[src/prog_resp_defines.svh]
// constants of the programming-mode command responder
// assumes a 40 MHz core clock; included by the package user files
`ifndef PROG_RESP_DEFINES_SVH
`define PROG_RESP_DEFINES_SVH

// -----------------------------------------------------------------
// response codes and fixed data words
// -----------------------------------------------------------------
`define RC_OK 10'h1e1
`define RC_ERR 10'h1e2
`define WORD_EXEC_OK 10'h2aa
`define WORD_ENTRY_OK 10'h0ca

// -----------------------------------------------------------------
// error numbers
// -----------------------------------------------------------------
`define ERR_FRAMING 4'h1
`define ERR_CRC 4'h2
`define ERR_RANGE 4'h5
`define ERR_WPROT 4'h6

// -----------------------------------------------------------------
// frame fields
// -----------------------------------------------------------------
`define FC_READ 3'h2
`define FC_WRITE 3'h3
`define FC_EXEC 3'h4
`define FC_ENTRY 3'h7
`define OWN_SENSOR_ADDRESS_FIELD 3'h1
`define START_SEQ 3'h2
`define CRC_SEED 3'h7
`define CRC_POLY 3'h3
`define SHORT_LEN 6'h0f
`define LONG_LEN 6'h1d
`define PAY_MAX 5'h13

// -----------------------------------------------------------------
// array layout
// -----------------------------------------------------------------
`define STATUS_BYTE 5'h00
`define LOCK_BYTE 4'h1
`define LOCK_BIT 7
`define SHADOW_RST 8'h00

// -----------------------------------------------------------------
// timing
// -----------------------------------------------------------------
`define CLK_NS 25
`define GAP_NS 32000
`define GAP_CYC ((`GAP_NS + `CLK_NS - 1) / `CLK_NS)
`define PROG_DELAY_NS 1000000
`define PROG_DELAY_CYC ((`PROG_DELAY_NS + `CLK_NS - 1) / `CLK_NS)
`define PROG_BIT_NS 100000
`define PROG_BIT_CYC ((`PROG_BIT_NS + `CLK_NS - 1) / `CLK_NS)

`endif

[src/prog_resp_pkg.sv]
// types of the programming-mode command responder
// assumes nothing of its surroundings
package prog_resp_pkg;
  typedef enum logic {RX_IDLE = 1'b0, RX_BITS = 1'b1} rx_state_t;
  typedef enum logic [1:0] {
    P_IDLE = 2'b00,
    P_DELAY = 2'b01,
    P_WRITE = 2'b11,
    P_DONE = 2'b10
  } prog_state_t;
  typedef logic [9:0] resp_word_t;
endpackage

[src/crc3_divider.sv]
// serial three-bit crc divider for command payload bits
// assumes payload bits arrive in received order, crc bits last
`timescale 1ns/1ps
`include "prog_resp_defines.svh"
module crc3_divider (
  input wire logic core_clk_i,
  input wire logic rst_b_i,
  input wire logic init_i,
  input wire logic shift_i,
  input wire logic bit_i,
  output logic [2:0] rem_o
);
  logic [2:0] rem_ff;
  logic [2:0] nxt_rem;

  // -----------------------------------------------------------------
  // division step
  // -----------------------------------------------------------------
  // seeded x^3+x+1
  // feeding the received crc after the data leaves zero on a match,
  // which equals the three-zero augmented compare
  always_comb begin
    nxt_rem = rem_ff;
    if (init_i) begin
      nxt_rem = `CRC_SEED;
    end else if (shift_i) begin
      nxt_rem = {rem_ff[1:0], bit_i} ^ (rem_ff[2] ? `CRC_POLY : 3'h0);
    end
  end

  always_ff @(posedge core_clk_i or negedge rst_b_i) begin
    if (!rst_b_i) begin
      rem_ff <= `CRC_SEED;
    end else begin
      rem_ff <= nxt_rem;
    end
  end

  assign rem_o = rem_ff;
endmodule

[src/prog_mode_command_responder.sv]
// programming-mode command interpreter with nibble array and otp model
// assumes a bit layer that delivers decoded command bits and sync pulses
`timescale 1ns/1ps
`include "prog_resp_defines.svh"
module prog_mode_command_responder
  import prog_resp_pkg::*;
#(
  parameter int ARRAY_BYTES = 16,
  parameter int PROG_DELAY_CYC = `PROG_DELAY_CYC,
  parameter int PROG_BIT_CYC = `PROG_BIT_CYC
) (
  input wire logic core_clk_i,
  input wire logic rst_b_i,
  input wire logic cmd_bit_valid_i,
  input wire logic cmd_bit_i,
  input wire logic sync_pulse_i,
  input wire logic vpp_ok_i,
  output logic tx_start_o,
  output logic [9:0] tx_word_o,
  output logic tx_parity_o,
  output logic prog_busy_o,
  output logic otp_valid_flag_o
);
  localparam int AW = $clog2(ARRAY_BYTES);

  rx_state_t rx_st_ff, nxt_rx_st;
  logic [5:0] pos_ff, nxt_pos;
  logic [2:0] start_ff, nxt_start;
  logic [18:0] pay_ff, nxt_pay;
  logic [4:0] pay_cnt_ff, nxt_pay_cnt;
  logic fail_ff, nxt_fail;
  logic [10:0] gap_ff, nxt_gap;
  logic frame_done, crc_init, crc_shift;
  logic [2:0] crc_rem;

  // -----------------------------------------------------------------
  // command bit reception
  // -----------------------------------------------------------------
  always_comb begin
    nxt_rx_st = rx_st_ff;
    nxt_pos = pos_ff;
    nxt_start = start_ff;
    nxt_pay = pay_ff;
    nxt_pay_cnt = pay_cnt_ff;
    nxt_fail = fail_ff;
    nxt_gap = gap_ff;
    frame_done = 1'b0;
    crc_init = 1'b0;
    crc_shift = 1'b0;
    if (cmd_bit_valid_i) begin
      nxt_gap = 11'h000;
      if (rx_st_ff == RX_IDLE) begin
        nxt_rx_st = RX_BITS;
        nxt_pos = 6'h01;
        nxt_start = {2'b00, cmd_bit_i};
        nxt_pay_cnt = 5'h00;
        nxt_fail = 1'b0;
        crc_init = 1'b1;
      end else begin
        if (pos_ff != 6'h3f) begin
          nxt_pos = pos_ff + 6'h01;
        end
        if (pos_ff < 6'h03) begin
          nxt_start = {start_ff[1:0], cmd_bit_i};
        end else if (pos_ff[1:0] == 2'b11) begin
          if (!cmd_bit_i) begin
            nxt_fail = 1'b1;
          end
        end else begin
          crc_shift = 1'b1;
          if (pay_cnt_ff < `PAY_MAX) begin
            nxt_pay[pay_cnt_ff] = cmd_bit_i;
            nxt_pay_cnt = pay_cnt_ff + 5'h01;
          end
        end
      end
    end else if (rx_st_ff == RX_BITS) begin
      // an idle gap closes the frame; the bit count in pos_ff decides the type
      if (gap_ff == 11'(`GAP_CYC - 1)) begin
        frame_done = 1'b1;
        nxt_rx_st = RX_IDLE;
        nxt_gap = 11'h000;
      end else begin
        nxt_gap = gap_ff + 11'h001;
      end
    end
  end

  always_ff @(posedge core_clk_i or negedge rst_b_i) begin
    if (!rst_b_i) begin
      rx_st_ff <= RX_IDLE;
      pos_ff <= 6'h00;
      start_ff <= 3'h0;
      pay_ff <= 19'h00000;
      pay_cnt_ff <= 5'h00;
      fail_ff <= 1'b0;
      gap_ff <= 11'h000;
    end else begin
      rx_st_ff <= nxt_rx_st;
      pos_ff <= nxt_pos;
      start_ff <= nxt_start;
      pay_ff <= nxt_pay;
      pay_cnt_ff <= nxt_pay_cnt;
      fail_ff <= nxt_fail;
      gap_ff <= nxt_gap;
    end
  end

  crc3_divider u_crc (
    .core_clk_i(core_clk_i),
    .rst_b_i(rst_b_i),
    .init_i(crc_init),
    .shift_i(crc_shift),
    .bit_i(cmd_bit_i),
    .rem_o(crc_rem)
  );

  // -----------------------------------------------------------------
  // array read helpers
  // -----------------------------------------------------------------
  logic [7:0] shadow_ff [ARRAY_BYTES];
  logic [7:0] otp_ff [ARRAY_BYTES];
  logic [7:0] nxt_shadow [ARRAY_BYTES];
  logic [7:0] nxt_otp [ARRAY_BYTES];
  logic valid_ff, nxt_valid;

  function automatic logic [7:0] rd_byte(input logic [4:0] a);
    logic [7:0] r;
    r = 8'h00;
    if (a == `STATUS_BYTE) begin
      r = {7'h00, valid_ff};
    end else if (int'(a) < ARRAY_BYTES) begin
      r = shadow_ff[a[AW-1:0]];
    end
    return r;
  endfunction

  function automatic logic [15:0] ones_needed();
    logic [15:0] cnt;
    cnt = 16'h0000;
    for (int i = 0; i < ARRAY_BYTES; i++) begin
      for (int b = 0; b < 8; b++) begin
        cnt = cnt + 16'(shadow_ff[i][b] & ~otp_ff[i][b]);
      end
    end
    return cnt;
  endfunction

  // -----------------------------------------------------------------
  // frame decode
  // -----------------------------------------------------------------
  logic [2:0] sensor_address_field, fc;
  logic [5:0] na;
  logic [4:0] bidx;
  logic [7:0] cur, merged;
  logic in_range, locked, err, wr_en, exec_go;
  logic [3:0] error_number;
  logic [1:0] dec_n;
  resp_word_t dec_w0, dec_w1, dec_w2;
  prog_state_t prog_st_ff, nxt_prog_st;

  assign sensor_address_field = pay_ff[2:0];
  assign fc = pay_ff[5:3];
  assign na = pay_ff[11:6];
  assign bidx = na[5:1];
  // the function reads the array; a continuous assign would miss updates
  always_comb begin
    cur = rd_byte(bidx);
  end
  assign merged = na[0] ? {pay_ff[15:12], cur[3:0]} :
                          {cur[7:4], pay_ff[15:12]};
  assign in_range = int'(bidx) < ARRAY_BYTES;
  assign locked = otp_ff[`LOCK_BYTE][`LOCK_BIT];

  always_comb begin
    dec_n = 2'd0;
    dec_w0 = `RC_OK;
    dec_w1 = 10'h000;
    dec_w2 = 10'h000;
    err = 1'b0;
    error_number = `ERR_FRAMING;
    wr_en = 1'b0;
    exec_go = 1'b0;
    if (frame_done) begin
      if (fail_ff || start_ff != `START_SEQ ||
          (pos_ff < `LONG_LEN && pos_ff != `SHORT_LEN)) begin
        err = 1'b1;
        dec_n = 2'd2;
      end else if (pos_ff > `LONG_LEN) begin
        dec_n = 2'd0;
      end else if (crc_rem != 3'h0) begin
        err = 1'b1;
        error_number = `ERR_CRC;
        dec_n = (pos_ff == `SHORT_LEN) ? 2'd2 : 2'd3;
      end else if (sensor_address_field != `OWN_SENSOR_ADDRESS_FIELD) begin
        dec_n = 2'd0;
      end else if (pos_ff == `SHORT_LEN) begin
        case (fc)
          `FC_EXEC: begin
            dec_n = 2'd2;
            if (locked || prog_st_ff != P_IDLE) begin
              err = 1'b1;
              error_number = `ERR_WPROT;
            end else begin
              dec_w1 = `WORD_EXEC_OK;
              exec_go = 1'b1;
            end
          end
          `FC_ENTRY: begin
            dec_n = 2'd2;
            dec_w1 = `WORD_ENTRY_OK;
          end
          default: begin
            dec_n = 2'd0;
          end
        endcase
      end else begin
        case (fc)
          `FC_READ: begin
            dec_n = 2'd3;
            if (!in_range) begin
              err = 1'b1;
              error_number = `ERR_RANGE;
            end else begin
              dec_w1 = {2'b00, cur};
              if (int'(bidx) == ARRAY_BYTES - 1) begin
                dec_w2 = 10'h000;
              end else begin
                dec_w2 = {2'b00, rd_byte(bidx + 5'h01)};
              end
            end
          end
          `FC_WRITE: begin
            dec_n = 2'd3;
            if (!in_range) begin
              err = 1'b1;
              error_number = `ERR_RANGE;
            end else if (locked || bidx == `STATUS_BYTE) begin
              err = 1'b1;
              error_number = `ERR_WPROT;
            end else begin
              wr_en = 1'b1;
              dec_w1 = {2'b00, merged};
              dec_w2 = {4'h0, na};
            end
          end
          default: begin
            dec_n = 2'd0;
          end
        endcase
      end
      if (err) begin
        dec_w0 = `RC_ERR;
        dec_w1 = {6'h00, error_number};
        dec_w2 = 10'h000;
      end
    end
  end

  // -----------------------------------------------------------------
  // array and otp programming
  // -----------------------------------------------------------------
  logic [31:0] timer_ff, nxt_timer;
  logic [15:0] ones_ff, nxt_ones;

  always_comb begin
    nxt_shadow = shadow_ff;
    nxt_otp = otp_ff;
    nxt_valid = valid_ff;
    nxt_prog_st = prog_st_ff;
    nxt_timer = timer_ff;
    nxt_ones = ones_ff;
    if (wr_en) begin
      nxt_shadow[bidx[AW-1:0]] = merged;
    end
    case (prog_st_ff)
      P_IDLE: begin
        if (exec_go) begin
          nxt_prog_st = P_DELAY;
          nxt_timer = 32'h0000_0000;
        end
      end
      P_DELAY: begin
        if (timer_ff == 32'(PROG_DELAY_CYC - 1)) begin
          nxt_timer = 32'h0000_0000;
          nxt_ones = ones_needed();
          // without programming voltage the attempt fails quietly
          nxt_prog_st = vpp_ok_i ? P_WRITE : P_IDLE;
        end else begin
          nxt_timer = timer_ff + 32'h0000_0001;
        end
      end
      P_WRITE: begin
        if (ones_ff == 16'h0000) begin
          nxt_prog_st = P_DONE;
        end else if (timer_ff == 32'(PROG_BIT_CYC - 1)) begin
          nxt_timer = 32'h0000_0000;
          nxt_ones = ones_ff - 16'h0001;
        end else begin
          nxt_timer = timer_ff + 32'h0000_0001;
        end
      end
      P_DONE: begin
        for (int i = 0; i < ARRAY_BYTES; i++) begin
          nxt_otp[i] = otp_ff[i] | shadow_ff[i];
          nxt_shadow[i] = otp_ff[i] | shadow_ff[i];
        end
        nxt_valid = 1'b1;
        nxt_prog_st = P_IDLE;
      end
      default: begin
        nxt_prog_st = P_IDLE;
      end
    endcase
  end

  always_ff @(posedge core_clk_i or negedge rst_b_i) begin
    if (!rst_b_i) begin
      for (int i = 0; i < ARRAY_BYTES; i++) begin
        shadow_ff[i] <= `SHADOW_RST;
        otp_ff[i] <= `SHADOW_RST;
      end
      valid_ff <= 1'b0;
      prog_st_ff <= P_IDLE;
      timer_ff <= 32'h0000_0000;
      ones_ff <= 16'h0000;
    end else begin
      shadow_ff <= nxt_shadow;
      otp_ff <= nxt_otp;
      valid_ff <= nxt_valid;
      prog_st_ff <= nxt_prog_st;
      timer_ff <= nxt_timer;
      ones_ff <= nxt_ones;
    end
  end

  // -----------------------------------------------------------------
  // response sequencing
  // -----------------------------------------------------------------
  resp_word_t resp_w_ff [3];
  resp_word_t nxt_resp_w [3];
  logic [1:0] left_ff, nxt_left, ptr_ff, nxt_ptr;
  logic tx_start_ff, nxt_tx_start, tx_par_ff, nxt_tx_par;
  resp_word_t tx_word_ff, nxt_tx_word;
  logic busy;

  assign busy = prog_st_ff == P_WRITE || prog_st_ff == P_DONE;

  always_comb begin
    nxt_resp_w = resp_w_ff;
    nxt_left = left_ff;
    nxt_ptr = ptr_ff;
    nxt_tx_start = 1'b0;
    nxt_tx_word = tx_word_ff;
    nxt_tx_par = tx_par_ff;
    if (dec_n != 2'd0) begin
      nxt_resp_w[0] = dec_w0;
      nxt_resp_w[1] = dec_w1;
      nxt_resp_w[2] = dec_w2;
      nxt_left = dec_n;
      nxt_ptr = 2'd0;
    end else if (sync_pulse_i && left_ff != 2'd0 && !busy) begin
      // one word per sync; none while writing
      nxt_tx_start = 1'b1;
      nxt_tx_word = resp_w_ff[ptr_ff];
      nxt_tx_par = ^resp_w_ff[ptr_ff];
      nxt_ptr = ptr_ff + 2'd1;
      nxt_left = left_ff - 2'd1;
    end
  end

  always_ff @(posedge core_clk_i or negedge rst_b_i) begin
    if (!rst_b_i) begin
      for (int i = 0; i < 3; i++) begin
        resp_w_ff[i] <= 10'h000;
      end
      left_ff <= 2'd0;
      ptr_ff <= 2'd0;
      tx_start_ff <= 1'b0;
      tx_word_ff <= 10'h000;
      tx_par_ff <= 1'b0;
    end else begin
      resp_w_ff <= nxt_resp_w;
      left_ff <= nxt_left;
      ptr_ff <= nxt_ptr;
      tx_start_ff <= nxt_tx_start;
      tx_word_ff <= nxt_tx_word;
      tx_par_ff <= nxt_tx_par;
    end
  end

  assign tx_start_o = tx_start_ff;
  assign tx_word_o = tx_word_ff;
  assign tx_parity_o = tx_par_ff;
  assign prog_busy_o = prog_st_ff != P_IDLE;
  assign otp_valid_flag_o = valid_ff;
endmodule

[config.mk]
export PLATFORM = sky130hd
export DESIGN_NAME = prog_mode_command_responder
export DESIGN_NICKNAME = d
export VERILOG_FILES = /design/src/prog_resp_pkg.sv /design/src/crc3_divider.sv /design/src/prog_mode_command_responder.sv
export VERILOG_INCLUDE_DIRS = /design/src
export SDC_FILE = /design/constraint.sdc
export NUM_CORES = 1
export LEC_CHECK = 0
export BUFFER_PORTS_ARGS = -buffer_cell sky130_fd_sc_hd__buf_2
export CAP_MARGIN = 20
export CORE_UTILIZATION = 47
export DETAILED_ROUTE_END_ITERATION = 8
export PLACE_DENSITY = 0.64
export SKIP_CTS_REPAIR_TIMING = 1
export SYNTH_ARGS = -nofsm -noshare
export SYNTH_HDL_FRONTEND = slang
export SYNTH_SLANG_ARGS = --single-unit
[constraint.sdc]
create_clock -name core_clk_i -period 7.9 [get_ports core_clk_i]
set_clock_uncertainty 0.15 [all_clocks]
set_input_delay 0.395 -clock core_clk_i [delete_from_list [all_inputs] [get_ports core_clk_i]]
set_output_delay 0.395 -clock core_clk_i [all_outputs]
set_load 0.05 [all_outputs]
==> results of run 1 <==
## layout make-up
type | count | area (um^2)
fill | 4274 | 23260
timing repair buffer | 77 | 570.5
tap | 664 | 830.8
inverter | 122 | 457.9
multi-input combinational | 1516 | 12520
clock inverter | 15 | 161.4
clock buffer | 60 | 1210
sequential | 389 | 9743
## power groups by stage
stage,clock network [mW],registers [mW],logic [mW]
finish,2.01,2.30,1.41
detailed placement,0,2.34,1.40
CTS,2.06,2.30,1.41
global route,2.13,2.33,1.53
floorplan,0,2.27,1.02
global placement,0,2.33,1.38
## cell families (layout without fill, tap and decap cells)
family	Yosys count	count (layout)
flip-flops	389	389
buffers and inverters	241	274
AO/OA/AOI/OAI	626	626
AND/OR/NAND/NOR	594	594
multiplexers	103	103
adder cells (fa/ha/maj)	157	157
XOR/XNOR	36	36
## worst reg2reg max path, delay by kind of cell, from the launching register on
family	cells	cell delay [ps]
adders and majority gates	12	5630
and+or+nand+nor	1	150
AOI/OAI and AO/OA	4	580
DFF	1	380
xor gates and xnor gates	1	140
buffers and inverters	7	470
## registers in the layout (all words and copies together) (netlist names)
signal            flops
pay_cnt_ff            5
timer_ff             32
ptr_ff                2
gap_ff               11
tx_parity_o           1
otp_ff              127
start_ff              3
tx_start_o            1
prog_st_ff            2
u_crc.rem_o           3
otp_valid_flag_o      1
resp_w_ff            20
rx_st_ff              1
pos_ff                6
locked                1
ones_ff              16
tx_word_o            10
shadow_ff           128
pay_ff               16
fail_ff               1
left_ff               2
## path summary, 6_finish.rpt
path                               startpoint             to  slack (ps)  depth (start not counted)
worst max register to register  shadow_ff[19]     ones_ff[4]         290                         25
max in group asynchronous             rst_b_i      otp_ff[1]        5800                          3
worst min register to register     otp_ff[61]     otp_ff[61]         320                          1
worst min-delay path                 vpp_ok_i  prog_st_ff[1]          30                          3
min in group asynchronous             rst_b_i   timer_ff[26]         300                          2
worst max-delay path            shadow_ff[19]     ones_ff[4]         290                         25
## stage by stage
step / utilization / TNS (ps) / worst slack, ps / power, mW
final: 0.5229 / 0 / 288.6 / 5.725
after CTS: 0.5222 / -9.592 / -9.592 / 5.765
after detailed placement: 0.4941 / -14.71 / -14.71 / 3.742
after global routing: 0.5229 / 0 / 14.81 / 5.978
after floorplan: - / 0 / 312.1 / 3.285
after global placement: 0.4941 / 0 / 37.06 / 3.711
## layout by cell type (no fill, tap or decap), types with 11 or more instances in the layout
| cell type | count |
|---|---|
| o31ai_1 | 25 |
| o21ai_0 | 114 |
| nand2b_1 | 71 |
| mux4_2 | 62 |
| nand2_1 | 126 |
| o21ai_1 | 16 |
| a21oi_2 | 18 |
| a211oi_1 | 97 |
| buf_2 | 18 |
| a221o_1 | 16 |
| clkbuf_16 | 43 |
| a31oi_1 | 16 |
| dfrtp_1 | 384 |
| a22oi_1 | 13 |
| inv_1 | 119 |
| nor3_4 | 14 |
| xnor2_1 | 22 |
| nor3b_1 | 17 |
| ha_1 | 40 |
| a21oi_1 | 119 |
| fa_1 | 114 |
| nand3_1 | 37 |
| or3_1 | 11 |
| buf_4 | 54 |
| nor2b_1 | 98 |
| nand4_1 | 21 |
| nor3_1 | 25 |
| a21o_1 | 142 |
| mux2i_1 | 31 |
| xor2_1 | 11 |
| nor4_1 | 15 |
| nor2_1 | 108 |
## layer usage
| layer | up-vias | part of all wire | global-route usage |
|---|---|---|---|
| li1 | 7677 | - | - |
| met4 | 0 | 0.044 | 0.1067 |
| met2 | 460 | 0.47 | 0.3898 |
| met3 | 133 | 0.055 | 0.04906 |
| met5 | - | 0 | 0 |
| met1 | 8615 | 0.44 | 0.3349 |
==> results.sh, run 1 <==
export IMPL_design_die_area_mm2=0.05021
export IMPL_via_per_inst=5.939
export IMPL_hold_slack_ps=30.74
export IMPL_gr_total_overflow=0
export IMPL_synthDistinctLibCells=76
export IMPL_numCtsBuffers=43
export IMPL_start_kind="flop"
export IMPL_routed_wl_um=60160
export IMPL_final_antenna_net_count=0
export IMPL_power_switching_mw=1.961
export IMPL_rsz0062_at_grt="no"
export IMPL_seq_power_share=0.402
export IMPL_diodes=0
export IMPL_drc=0
export IMPL_synth_common_cells="dfrtp_1 (386), a21o_1 (142), nand2_1 (126), a21oi_1 (122), inv_1 (119)"
export IMPL_crit_top_cell="fa_1"
export IMPL_worstMarginPinSlew_ps=1213
export IMPL_cts_sinks=389
export IMPL_setup_viol=0
export IMPL_vias=16890
export IMPL_nets=2312
export IMPL_ir_drop_mv=0.1469
export IMPL_clock_path_buffers=3
export IMPL_grt_pass1_wl_um=96100
export IMPL_p_comb_frac=0.247
export IMPL_avgSynthCellArea_um2=10.80
export IMPL_clk_pin_slew_ps=60
export IMPL_slew_headroom=0.1913
export IMPL_drtIter0Drc=1584
export IMPL_core_area_mm2=0.04875
export IMPL_grt_max_degree=249
export IMPL_critPathMaxStageDelay_ps=540
export IMPL_track_usage=0.2480
export IMPL_synthArstFlopShare=1.000
export IMPL_ys_warn_count=0
export IMPL_final_cell_area_mm2=0.02549
export IMPL_end_kind="flop"
export IMPL_cp_arrival_ps=7920
export IMPL_synth_area_leaders="dfrtp_1 (42%), fa_1 (9.9%), mux4_2 (6.0%)"
export IMPL_antenna_found_initial=1
export IMPL_htreeDepth=2
export IMPL_maxCapViolCount=0
export IMPL_drive_gt1_frac=0.1253
export IMPL_root_buffer="clkbuf_16"
export IMPL_drtPass1Iterations=6
export IMPL_path_buf_inv=7
export IMPL_synth_fp_nets=2309
export IMPL_drt_wirelength_per_cell_um=21.16
export IMPL_synth_top_cell_area_share=0.4167
export IMPL_synth_top_family_by_area="compound AO/OA/AOI/OAI gates"
export IMPL_synth_area_leader_cell="dfrtp_1"
export IMPL_critPathSlowestCell="fa_1"
export IMPL_status="complete, no violations"
export IMPL_final_cells=2843
export IMPL_ios=20
export IMPL_synthCells=2146
export IMPL_start_util=0.4755
export IMPL_drv_slew=0
export IMPL_post_route_period_util=0.9635
export IMPL_swShare=0.3425
export IMPL_synthXorXnorAreaFrac=0.01479
export IMPL_grt_pass1_vias=16930
export IMPL_fmax_mhz=131.4
export IMPL_die_height_um=224.1
export IMPL_syn_area_mm2=0.02318
export IMPL_crit_fanout=2
export IMPL_yosysSeqAreaShare=0.4201
export IMPL_yosys_most_used_dff="dfrtp_1"
export IMPL_yosys_register_bits=389
export IMPL_gp_congestion=0.9030
export IMPL_path_class="flop to flop"
export IMPL_dp_hpwl_um=42370
export IMPL_cts_tree="yes"
export IMPL_power_density_mw_per_mm2=224.6
export IMPL_synth_compound_area_frac=0.1795
export IMPL_syn2layout_area_growth_pct=9.969
export IMPL_finalHoldViolations=0
export IMPL_placed_area_mm2=0.02408
export IMPL_synth_simple_gate_area_frac=0.1421
export IMPL_synth_area_mux_share=0.07821
export IMPL_row_count=81
export IMPL_synth_fa_ha_area_frac=0.1220
export IMPL_synth_edff_count=0
export IMPL_dp_cells=2766
export IMPL_intPower_mw=3.764
export IMPL_die_w_um=224.1
export IMPL_port_buffers=19
export IMPL_leakage_nw=12.57
export IMPL_worstSkewPairLatency_ps=590
export IMPL_finalCriticalPeriod_ps=7611
export IMPL_min_path_type="input pin to flop"
export IMPL_clkPwrFrac=0.351
export IMPL_yosysMostFrequentCell="dfrtp_1"
export IMPL_crit_required_ps=8210
export IMPL_critPathTopFamily="adder cells"
(Power assumes the default switching activity.)
==> inputs of run 2 (changes only) <==
--- a/config.mk
+++ b/config.mk
@@ -6,11 +6,11 @@
 export SDC_FILE = /design/constraint.sdc
 export NUM_CORES = 1
 export LEC_CHECK = 0
-export BUFFER_PORTS_ARGS = -buffer_cell sky130_fd_sc_hd__buf_2
+export BUFFER_PORTS_ARGS = -buffer_cell sky130_fd_sc_hd__buf_4
 export CAP_MARGIN = 20
-export CORE_UTILIZATION = 47
+export CORE_UTILIZATION = 55
 export DETAILED_ROUTE_END_ITERATION = 8
-export PLACE_DENSITY = 0.64
+export PLACE_DENSITY = 0.73
 export SKIP_CTS_REPAIR_TIMING = 1
 export SYNTH_ARGS = -nofsm -noshare
 export SYNTH_HDL_FRONTEND = slang
==> results.sh, run 2 (synthesized netlist as in run 1, its figures left out) <==
export IMPL_crit_top_cell="fa_1"
export IMPL_end_kind="flop"
export IMPL_drtIter0Drc=1751
export IMPL_fillers=3299
export IMPL_r2r_end="ones_ff[7]"
export IMPL_drtPass1Iterations=8
export IMPL_critPathSlowestCell="fa_1"
export IMPL_drive_gt1_frac=0.1229
export IMPL_r2r_start="shadow_ff[33]"
export IMPL_grt_max_degree=257
export IMPL_final_cell_area_mm2=0.02534
export IMPL_start_kind="flop"
export IMPL_largest_reg_flops=128
export IMPL_antenna_found_initial=0
export IMPL_worstSkewPairLatency_ps=580
export IMPL_clock_path_buffers=3
export IMPL_cp_arrival_ps=7930
export IMPL_crit_required_ps=8190
export IMPL_final_common_cell="dfrtp_1"
export IMPL_r2r_slack_ps=260
export IMPL_placed_area_mm2=0.02388
export IMPL_gr_total_overflow=0
export IMPL_diodes=0
export IMPL_fmax_mhz=131.0
export IMPL_grt_pass1_vias=17140
export IMPL_worstMarginPinSlew_ps=1155
export IMPL_leakage_nw=12.55
export IMPL_worstHoldStart="vpp_ok_i"
export IMPL_min_path_type="input pin to flop"
export IMPL_crit_path_start="shadow_ff[33]"
export IMPL_routed_wl_um=58800
export IMPL_setup_viol=0
export IMPL_die_height_um=207.3
export IMPL_core_area_mm2=0.04120
export IMPL_post_route_period_util=0.9665
export IMPL_syn2layout_area_growth_pct=9.311
export IMPL_root_buffer="clkbuf_16"
export IMPL_critPathMaxStageDelay_ps=550
export IMPL_r2r_cells=25
export IMPL_drt_wirelength_per_cell_um=21.75
export IMPL_dp_hpwl_um=40930
export IMPL_numCtsBuffers=42
export IMPL_crit_fanout=5
export IMPL_die_w_um=207.3
export IMPL_grt_busiest_layer="met2"
export IMPL_rsz0062_at_grt="no"
export IMPL_path_depth=25
export IMPL_row_count=74
export IMPL_final_antenna_net_count=0
export IMPL_hold_slack_ps=15.06
export IMPL_design_die_area_mm2=0.04297
export IMPL_endpoint="ones_ff[7]"
export IMPL_finalHoldViolations=0
export IMPL_grt_use_met1=0.3808
export IMPL_met2_usage=0.4482
export IMPL_cts_tree="yes"
export IMPL_ios=20
export IMPL_setup_tns_ps=0
export IMPL_gp_congestion=0.9191
export IMPL_cts_sinks=389
export IMPL_start_util=0.5626
export IMPL_grt_pass1_wl_um=94580
export IMPL_path_buf_inv=6
export IMPL_power_density_mw_per_mm2=225.9
export IMPL_grt_util_met3=0.04599
export IMPL_maxCapViolCount=0
export IMPL_regMostFlops="shadow_ff"
export IMPL_status="complete, no violations"
export IMPL_path_class="flop to flop"
export IMPL_slew_headroom=0.2299
export IMPL_top_regs="shadow_ff (128), otp_ff (127), timer_ff (32)"
export IMPL_ir_drop_mv=0.1530
export IMPL_critPathTopFamily="adder cells"
export IMPL_htreeDepth=2
export IMPL_drc=0
export IMPL_port_buffers=19
export IMPL_mostFrequentLayoutCells="dfrtp_1 (384), a21o_1 (142), nand2_1 (126)"
export IMPL_clk_pin_slew_ps=60
export IMPL_vias=17230
export IMPL_via_per_inst=6.372
export IMPL_nets=2303
export IMPL_track_usage=0.2815
export IMPL_finalCriticalPeriod_ps=7635
export IMPL_drv_slew=0
==> run 2: area by class of cell <==
cell class              count  area [um^2]  area share
clock buffers              64         1275     0.05032
clock inverters            12        120.1    0.004740
multi-input cells        1516        12520      0.4941
repair buffers             69        558.0     0.02202
flip-flops and latches    389         9743      0.3845
well taps                 532        665.6     0.02627
inverters                 122        457.9     0.01807
==> run 2: power by group <==
group          total [mW]  internal, mW  switching, mW
combinational        1.43         0.512          0.914
clock                2.00          1.18          0.820
sequential           2.30          2.10          0.198
==> run 2: tightest hold or removal path: cells and delay by family <==
family	cells	cell delay [ps]
simple gates	1	110
buf+inv	1	100
compound gates	1	100
==> run 2: routing by layer <==
metal,vias up,share of wire
met5,-,0
met3,132,0.066
met4,0,0.046
met1,8822,0.42
met2,596,0.47
li1,7679,-
==> run 2: worst min-delay path by stage <==
| stage | endpoint | slack, ps | cells after the start |
|---|---|---|---|
| 6_report | prog_st_ff[1] | 20 | 3 |
| 5_1_grt | prog_st_ff[1] | 30 | 3 |
| 4_1_cts | ones_ff[10] | -210 | 1 |
| 3_5_place_dp | otp_ff[49] | 310 | 1 |
| 3_3_place_gp | otp_ff[91] | 300 | 1 |
| 2_1_floorplan | fail_ff | -50 | 0 |
==> run 2: per-stage QoR <==
step | setup WS (ps) | utilization | std cells | total power, mW
after CTS | 33.15 | 0.6135 | 2700 | 5.742
final | 264.6 | 0.6150 | 2704 | 5.723
after floorplan | 312.1 | - | 2146 | 3.285
after detailed placement | 37.07 | 0.5797 | 2624 | 3.734
after global placement | 63.19 | 0.5797 | 2624 | 3.699
after global routing | 9.732 | 0.6150 | 2704 | 5.955
